## src/rtl/pc_stack_pkg.sv

```systemverilog
package pc_stack_pkg;
    localparam int PC_WIDTH = 13;
    localparam int LOW_WIDTH = 8;
    localparam int LATCH_WIDTH = 5;
    localparam int JUMP_FIELD_WIDTH = 11;
    localparam int STACK_DEPTH = 8;
    localparam int PTR_WIDTH = 3;
    localparam logic [12:0] PC_RESET = 13'h0000;
    localparam logic [12:0] VECTOR_DEFAULT = 13'h0004;
    localparam logic [12:0] PC_STEP = 13'h0001;
    localparam logic [2:0] PTR_STEP = 3'h1;
    localparam logic [2:0] PTR_RESET = 3'h0;
endpackage

```

## src/rtl/program_counter_and_call_stack.sv

```systemverilog
// Operation
// - A 13-bit program counter addresses instruction memory.
// - The low eight counter bits form a readable and writable register.
// - Upper counter bits are never read back; low-byte writes take them from the latch, calls and jumps take only bits 12..11 from it.
// - Any reset clears the upper counter bits.
// - Writing the low byte copies latch bits 4..0 into counter bits 12..8.
// - Call or jump loads counter bits 12..11 from latch bits 4..3.
// - Call or jump takes counter bits 10..0 from the instruction field.
// - Return stack is eight entries of 13 bits.
// - Stack and its pointer are not reachable by software.
// - Calls and interrupt vectoring push the counter.
// - Return, return-with-literal and return-from-interrupt pop the stack.
// - A pop restores all 13 bits, ignoring the latch.
// - Push and pop leave the high holding latch unchanged.
// - The stack is circular; the ninth push overwrites the first.
// - No overflow or underflow flag exists.
`timescale 1ns/1ps
`default_nettype none
module program_counter_and_call_stack #(
    parameter logic [12:0] VECTOR_ADDR = pc_stack_pkg::VECTOR_DEFAULT
) (
    input wire logic core_clk_i,
    input wire logic rst_n_i,
    input wire logic advance_i,
    input wire logic low_byte_write_i,
    input wire logic [7:0] low_byte_data_i,
    input wire logic latch_write_i,
    input wire logic [4:0] latch_data_i,
    input wire logic call_i,
    input wire logic jump_i,
    input wire logic [10:0] jump_field_i,
    input wire logic interrupt_vector_i,
    input wire logic return_i,
    input wire logic return_with_literal_i,
    input wire logic return_from_interrupt_i,
    output logic [12:0] pc_o,
    output logic [7:0] pc_low_byte_reg_o,
    output logic [4:0] pc_high_holding_latch_o
);
    localparam int LW = pc_stack_pkg::LOW_WIDTH;
    localparam int JW = pc_stack_pkg::JUMP_FIELD_WIDTH;
    localparam int PW = pc_stack_pkg::PC_WIDTH;

    initial begin
        if (PW != LW + pc_stack_pkg::LATCH_WIDTH || (1 << pc_stack_pkg::PTR_WIDTH) != pc_stack_pkg::STACK_DEPTH) begin
            $error("Inconsistent program counter or stack geometry");
        end
        // A call or jump supplies the field and the two page bits, nothing else
        if (JW + 2 != PW) begin
            $error("Jump field and page bits do not cover the counter");
        end
    end

    logic [12:0] pc;
    logic [4:0] pc_high_holding_latch;
    // stack storage, no software path to it or the pointer
    logic [12:0] stack_mem [pc_stack_pkg::STACK_DEPTH];
    logic [2:0] stack_ptr;
    logic [12:0] next_pc;
    logic do_push;
    logic do_pop;
    logic [2:0] pop_ptr;

    assign do_push = call_i || interrupt_vector_i;
    assign do_pop = return_i || return_with_literal_i || return_from_interrupt_i;
    assign pop_ptr = stack_ptr - pc_stack_pkg::PTR_STEP;

    // Priority: interrupt, return, call/jump, low-byte write, increment
    always_comb begin
        next_pc = pc;
        if (interrupt_vector_i) begin
            next_pc = VECTOR_ADDR;
        end else if (do_pop) begin
            next_pc = stack_mem[pop_ptr];
        end else if (call_i || jump_i) begin
            next_pc = {pc_high_holding_latch[4:3], jump_field_i};
        end else if (low_byte_write_i) begin
            next_pc = {pc_high_holding_latch, low_byte_data_i};
        end else if (advance_i) begin
            next_pc = pc + pc_stack_pkg::PC_STEP;
        end
    end

    always_ff @(posedge core_clk_i or negedge rst_n_i) begin
        if (!rst_n_i) begin
            pc <= pc_stack_pkg::PC_RESET;
        end else begin
            pc <= next_pc;
        end
    end

    always_ff @(posedge core_clk_i or negedge rst_n_i) begin
        if (!rst_n_i) begin
            pc_high_holding_latch <= '0;
        end else if (latch_write_i) begin
            pc_high_holding_latch <= latch_data_i;
        end
    end

    // a call saves the return address, the interrupt the interrupted one
    // pointer wraps, overwriting oldest; no flags kept
    always_ff @(posedge core_clk_i or negedge rst_n_i) begin
        if (!rst_n_i) begin
            stack_ptr <= pc_stack_pkg::PTR_RESET;
        end else if (do_push) begin
            stack_ptr <= stack_ptr + pc_stack_pkg::PTR_STEP;
        end else if (do_pop) begin
            stack_ptr <= pop_ptr;
        end
    end

    always_ff @(posedge core_clk_i) begin
        if (do_push) begin
            stack_mem[stack_ptr] <= call_i && !interrupt_vector_i ? pc + pc_stack_pkg::PC_STEP : pc;
        end
    end

    // software sees only the low byte and the latch; pc_o carries the full counter
    always_ff @(posedge core_clk_i or negedge rst_n_i) begin
        if (!rst_n_i) begin
            pc_o <= pc_stack_pkg::PC_RESET;
            pc_low_byte_reg_o <= '0;
            pc_high_holding_latch_o <= '0;
        end else begin
            pc_o <= next_pc;
            pc_low_byte_reg_o <= next_pc[7:0];
            pc_high_holding_latch_o <= latch_write_i ? latch_data_i : pc_high_holding_latch;
        end
    end

    a_reset_upper: assert property (@(posedge core_clk_i) $rose(rst_n_i) |-> pc[12:8] == '0)
        else $error("Upper counter bits not cleared by reset");
    a_low_write_load: assert property (@(posedge core_clk_i) disable iff (!rst_n_i)
        low_byte_write_i && !interrupt_vector_i && !do_pop && !call_i && !jump_i
        |=> pc == {$past(pc_high_holding_latch), $past(low_byte_data_i)})
        else $error("Low byte write did not load latch into upper bits");
    a_jump_page: assert property (@(posedge core_clk_i) disable iff (!rst_n_i)
        (call_i || jump_i) && !interrupt_vector_i && !do_pop
        |=> pc[12:11] == $past(pc_high_holding_latch[4:3]) && pc[10:0] == $past(jump_field_i))
        else $error("Call or jump target wrong");
    a_call_return: assert property (@(posedge core_clk_i) disable iff (!rst_n_i)
        call_i && !interrupt_vector_i ##1 (return_i && !interrupt_vector_i && !do_push)
        |=> pc == $past(pc, 2) + pc_stack_pkg::PC_STEP)
        else $error("Return did not restore the call address");
    a_latch_stable: assert property (@(posedge core_clk_i) disable iff (!rst_n_i)
        (do_push || do_pop) && !latch_write_i |=> $stable(pc_high_holding_latch))
        else $error("Stack operation changed the latch");
    a_ptr_wrap: assert property (@(posedge core_clk_i) disable iff (!rst_n_i)
        do_push |=> stack_ptr == $past(stack_ptr) + pc_stack_pkg::PTR_STEP)
        else $error("Stack pointer did not advance circularly");
    a_pop_ptr: assert property (@(posedge core_clk_i) disable iff (!rst_n_i)
        do_pop && !do_push |=> stack_ptr == $past(pop_ptr))
        else $error("Pop did not move the pointer back");
    a_increment: assert property (@(posedge core_clk_i) disable iff (!rst_n_i)
        advance_i && !interrupt_vector_i && !do_pop && !call_i && !jump_i && !low_byte_write_i
        |=> pc == $past(pc) + pc_stack_pkg::PC_STEP)
        else $error("Counter did not increment");
    a_vector: assert property (@(posedge core_clk_i) disable iff (!rst_n_i)
        interrupt_vector_i |=> pc == VECTOR_ADDR)
        else $error("Interrupt did not branch to the vector");

    // Outputs lag nothing: counter outputs load from the counter's next value, the latch output from the latch's next value
    a_out_mirror: assert property (@(posedge core_clk_i) disable iff (!rst_n_i)
        pc_o == pc)
        else $error("Counter output differs from the counter");
    a_low_byte_out: assert property (@(posedge core_clk_i) disable iff (!rst_n_i)
        pc_low_byte_reg_o == pc[7:0])
        else $error("Low byte output differs from the counter");
    a_latch_out: assert property (@(posedge core_clk_i) disable iff (!rst_n_i)
        pc_high_holding_latch_o == pc_high_holding_latch)
        else $error("Latch output differs from the latch");

    // Stack contents after a push, checked apart from any later return
    a_call_push: assert property (@(posedge core_clk_i) disable iff (!rst_n_i)
        call_i && !interrupt_vector_i
        |=> stack_mem[$past(stack_ptr)] == $past(pc) + pc_stack_pkg::PC_STEP)
        else $error("Call did not save the return address");
    a_int_push: assert property (@(posedge core_clk_i) disable iff (!rst_n_i)
        interrupt_vector_i |=> stack_mem[$past(stack_ptr)] == $past(pc))
        else $error("Interrupt did not save the interrupted address");

    // Every pop kind restores the entry below the pointer, whatever the latch holds
    a_pop_restore: assert property (@(posedge core_clk_i) disable iff (!rst_n_i)
        do_pop && !interrupt_vector_i && !do_push
        |=> pc == $past(stack_mem[pop_ptr]))
        else $error("Pop did not restore the saved address");
    a_hold_idle: assert property (@(posedge core_clk_i) disable iff (!rst_n_i)
        !advance_i && !low_byte_write_i && !call_i && !jump_i && !interrupt_vector_i && !do_pop
        |=> pc == $past(pc))
        else $error("Counter moved without a request");
    a_latch_load: assert property (@(posedge core_clk_i) disable iff (!rst_n_i)
        latch_write_i |=> pc_high_holding_latch == $past(latch_data_i))
        else $error("Latch write did not take");

    c_call_ret: cover property (@(posedge core_clk_i) disable iff (!rst_n_i) call_i ##[1:5] return_i);
    c_stack_wrap: cover property (@(posedge core_clk_i) disable iff (!rst_n_i) do_push && stack_ptr == 3'h7);
    c_int_return_from_interrupt: cover property (@(posedge core_clk_i) disable iff (!rst_n_i)
        interrupt_vector_i ##[1:10] return_from_interrupt_i);
    c_computed: cover property (@(posedge core_clk_i) disable iff (!rst_n_i) low_byte_write_i && latch_write_i);
    c_ret_literal: cover property (@(posedge core_clk_i) disable iff (!rst_n_i)
        call_i ##1 return_with_literal_i);
endmodule
`default_nettype wire

```

## config.mk

```make
export PLATFORM = sky130hd
export DESIGN_NAME = program_counter_and_call_stack
export DESIGN_NICKNAME = d
export VERILOG_FILES = /design/src/rtl/pc_stack_pkg.sv /design/src/rtl/program_counter_and_call_stack.sv
export SDC_FILE = /design/constraint.sdc
export NUM_CORES = 1
export LEC_CHECK = 0
export BUFFER_PORTS_ARGS = -buffer_cell sky130_fd_sc_hd__buf_2
export CAP_MARGIN = 20
export CORE_UTILIZATION = 45
export CTS_CLUSTER_SIZE = 16
export DETAILED_ROUTE_END_ITERATION = 7
export PLACE_DENSITY = 0.78
export SLEW_MARGIN = 20
export SYNTH_ARGS = -nofsm -noshare
export SYNTH_HDL_FRONTEND = slang
export SYNTH_SLANG_ARGS = --single-unit
```

## constraint.sdc

```tcl
create_clock -name core_clk_i -period 2.57 [get_ports core_clk_i]
set_input_delay 0.514 -clock core_clk_i [delete_from_list [all_inputs] [get_ports core_clk_i]]
set_output_delay 0.514 -clock core_clk_i [all_outputs]
set_load 0.02 [all_outputs]
```

==> metrics.sh <==
CRIT_ARRIVAL_NS=2.71
SYNTH_ENABLE_FLOP_CELLS=104
CRIT_PATH_START='stack_ptr[1]$_DFFE_PN0P_'
YS_FF_LATCH=125
CTS_INSERTED_BUFFERS=17
FIRST_PASS_ITERS=5
SYNTH_FP_NETS=433
ROUTE.DETAILED.WL_PER_INST_UM=21.3
CRITICAL_PATH.MAX_FANOUT=13
CLOCK_NET_SINK_COUNT=125
FLOORPLAN.IO_PINS=61
TIMING_WORST_SLEW_PIN_VALUE_NS=0.741
CELLLEAKAGEPOWER_nW=2.55
FLOORPLAN.CORE_AREA_MM2=0.0126
CLOCK_TREE_ROOT_DRIVER_CELL='clkbuf_16'
POWER-PER-CELL-AREA_mW_PER_MM2=1260
P_COMB_SHARE_PCT=37.2
PLACEMENT_ROWS=41
SYNTH_SEQ_AREA_SHARE_PCT=62.9
SW_FRAC_OF_TOTAL_PCT=34.2
MAXSLEWVIOLCOUNT=0
START_KIND='flip-flop'
POSTCTSHOLDBUFS=0
NET_COUNT_REPORTED_AT_FINISH=508
DPL-INSTANCE-AREA_MM2=0.00637
SYNTH_CELL_TYPE_COUNT=58
SYNTH.YOSYS.WARNINGS=0
CRITICAL_PATH_CLASS='flip-flop to flip-flop'
CP_SLOWEST_CELL='mux4_1'
FP.DIEAREA_MM2=0.0133
TIMING.CRITICAL_PATH.SLOWEST_CELL_DELAY_NS=0.63
LAYOUT_WORST_PATH_CYCLE_SHARE_PCT=94.3
SEQ_POWER_SHARE_PCT=37.5
CRIT_PATH_CELL_TRACE='inv_1 -> ha_2 -> xor2_4 -> mux4_1 -> mux2i_1 -> nor3_1 -> a221o_1'
ANTENNA-DIODE-COUNT=0
WIRE_LENGTH_OF_THE_FIRST_GLOBAL_ROUTING_PASS_UM=21200
HPWLAFTERDP_UM=9180
FLOORPLAN.INITIALDENSITY_PCT=46.2
FINAL_PERIOD_MINUS_WORST_SETUP_SLACK_NS=2.42
HTREE_LEVELS=4
POWER.NET_SWITCHING_mW=2.99
MIN-DELAY-PATH-CLASS='input pin to asynchronous set/reset pin'
CLOCK_TREE.BUFFER_DEPTH=2
WORST_SLEW_MARGIN_REL_PCT=50.2
FIN_CELLS=655
HOLD_WS_NS=0.0809
GRT_PASS1_VIAS=3708
CP.REQUIRED_NS=2.86
PLACED_INSTANCES=623
DR_TOTAL_VIAS=3834
DIE_WIDTH_UM=116
OUTCOME='finished clean'
TOTAL_GRT_USAGE_PCT=22.2
PLACE.PORT_BUFFERS=60
POST_CTS_RESIZE_COUNT=0
FINAL_LAYOUT_SIZE_SUFFIX_GT1_SHARE_PCT=30.6
WORSTSKEWPAIRLATENCY_NS=0.41
NETLIST_AREA_MM2=0.00580
GLOBALPLACE.CONGESTION=0.883
P_INT_mW=5.74
ANTENNA_FOUND_INITIAL=0
DRT-INITIAL-DRC-COUNT=492
WORST_SETUP_HOLD_PATH_CLK_SLEW_NS=0.05
GRT_MAX_DEGREE=27
DRC=0
SETUP_VIOL=0
TIMING.MAX_CAP.VIOLATIONS=0
DETAIL-ROUTE-ANTENNA-NETS=0
POWER_TOTAL_mW=8.73
MAX_FREQ_GHz=0.413
CTS_TREE='built'
TOTALWIRELENGTH_UM=13900
HOLD_VIOLATIONS=0
WORSTSETUPENDPOINTTYPE='flip-flop'
VDD.IR_DROP.WORST_mV=0.485
CLKPWRFRAC_PCT=25.3
FINALINSTANCEAREA_MM2=0.00691
TIMING.SETUP.TNS_NS=0
TIMING.CLOCK.SKEW_NS=0.00784
DIE_H_UM=116
YS.FLOP_TYPE='edfxtp_1'
SYNTHARSTFLOPSHARE_PCT=16.8
GLOBAL_ROUTE_OVERFLOW=0
RR_STARTPOINT='stack_ptr[1]$_DFFE_PN0P_'
VIAS_PER_CELL=5.85
POSTCTSSETUPREPAIRBUFS=0
GRT_SETUP_UNREPAIRED='false'
SYNTH_AREA_PER_CELL_UM2=14.7
SYNTH_CELLS=395
AREA_DELTA_SYNTH_FINAL_PCT=19.1
## path summary, 6_finish.rpt
check	slack [ns]	depth (start not counted)	end
max	0.15	7	pc_o[5]$_DFFE_PN0P_
min in group core_clk_i	0.34	2	pc_high_holding_latch[1]$_DFFE_PN0P_
max in group asynchronous	2.13	1	stack_ptr[1]$_DFFE_PN0P_
max reg2reg	0.15	7	pc_o[5]$_DFFE_PN0P_
min	0.08	1	pc_o[3]$_DFFE_PN0P_
min reg2reg	0.54	1	pc_high_holding_latch[1]$_DFFE_PN0P_
## critical path, delay by kind of cell (launching register included)
| kind | cells | cell delay [ns] |
|---|---|---|
| flip-flops | 1 | 0.38 |
| AO/OA/AOI/OAI | 1 | 0.27 |
| buffers and inverters | 1 | 0.08 |
| AND/OR/NAND/NOR | 1 | 0.07 |
| adder cells (fa/ha/maj) | 1 | 0.25 |
| multiplexers | 2 | 0.80 |
| XOR/XNOR | 1 | 0.44 |
## sequential cells by signal, indices dropped and copies added (netlist names)
register	count
stack_ptr	3
pc_o	13
pc_high_holding_latch	5
stack_mem	104
## per-layer routing
layer / global-route usage [%] / routed length [um] / part of all wire, % / vias to the layer above
li1: - / - / - / 1678
met1: 29.4 / 5860 / 42 / 1913
met2: 35.4 / 6820 / 49 / 217
met3: 4.55 / 953 / 6.8 / 26
met4: 10.0 / 312 / 2.2 / 0
met5: 0 / 0 / 0 / -
## cell usage in the layout, fill, tap and decap left out, drive strengths merged, types with 3 or more instances in the layout
| cell type | Yosys | routed |
|---|---|---|
| nand3 | 12 | 12 |
| nor3 | 17 | 17 |
| dfrtp | 21 | 21 |
| nand2b | 4 | 4 |
| o21ai | 8 | 8 |
| clkinv | 1 | 10 |
| a221oi | 5 | 5 |
| ha | 3 | 3 |
| mux4 | 26 | 26 |
| nor2 | 22 | 22 |
| and3 | 3 | 3 |
| edfxtp | 104 | 104 |
| mux2i | 7 | 7 |
| or2 | 3 | 3 |
| nand2 | 36 | 36 |
| nand4 | 4 | 4 |
| xor2 | 8 | 8 |
| xnor2 | 17 | 17 |
| clkbuf | 10 | 20 |
| mux2 | 5 | 5 |
| a21oi | 15 | 15 |
| buf | 25 | 91 |
| or3 | 3 | 3 |
## power groups by stage
stage / logic (mW) / clock network, mW / registers [mW]
2_1_floorplan: 2.30 / 0 / 3.23
3_3_place_gp: 3.09 / 0 / 3.25
3_5_place_dp: 3.19 / 0 / 3.30
4_1_cts: 3.25 / 2.21 / 3.27
5_1_grt: 3.46 / 2.30 / 3.32
6_report: 3.24 / 2.21 / 3.27
## cells by family (layout without fill, tap and decap cells)
group / count (synthesis) / count (layout) / synth area share (%)
xor+xnor: 25 / 25 / 4.10
fa+ha+maj: 3 / 3 / 0.647
mux: 38 / 38 / 12.7
compound gates: 53 / 53 / 6.45
simple gates: 113 / 113 / 9.40
buf+inv: 38 / 126 / 3.77
flops: 125 / 125 / 62.9
## cell usage after synthesis, drive strengths merged, types with 4 or more instances
library cell  count  area share [%]
o21ai             8            0.69
nand3            12             1.1
nand2            36             2.3
xor2              8             1.5
dfrtp            21             9.1
nor3             17             1.5
nand4             4            0.43
a221oi            5            0.75
buf              25             2.9
nor2             22             1.5
mux4             26              11
nand2b            4            0.43
mux2              5            0.97
clkbuf           10            0.69
edfxtp          104              54
mux2i             7             1.2
a21oi            15             1.3
xnor2            17             2.6
## layout make-up
type	count	area (um^2)
clock buffers	20	437
clock inverters	12	103
fillers	963	5660
inverters	3	11.3
multi-input cells	232	1960
flip-flops and latches	125	3650
well taps	172	215
repair buffers	91	533
## stage by stage
stage	util, %	worst slack [ns]
floorplan	-	0.0401
global placement	50.7	0.238
detailed placement	50.7	0.207
CTS	55.0	0.164
global route	55.0	0.0884
finish	55.0	0.147
Note: power is estimated with default switching activity, not from simulation.
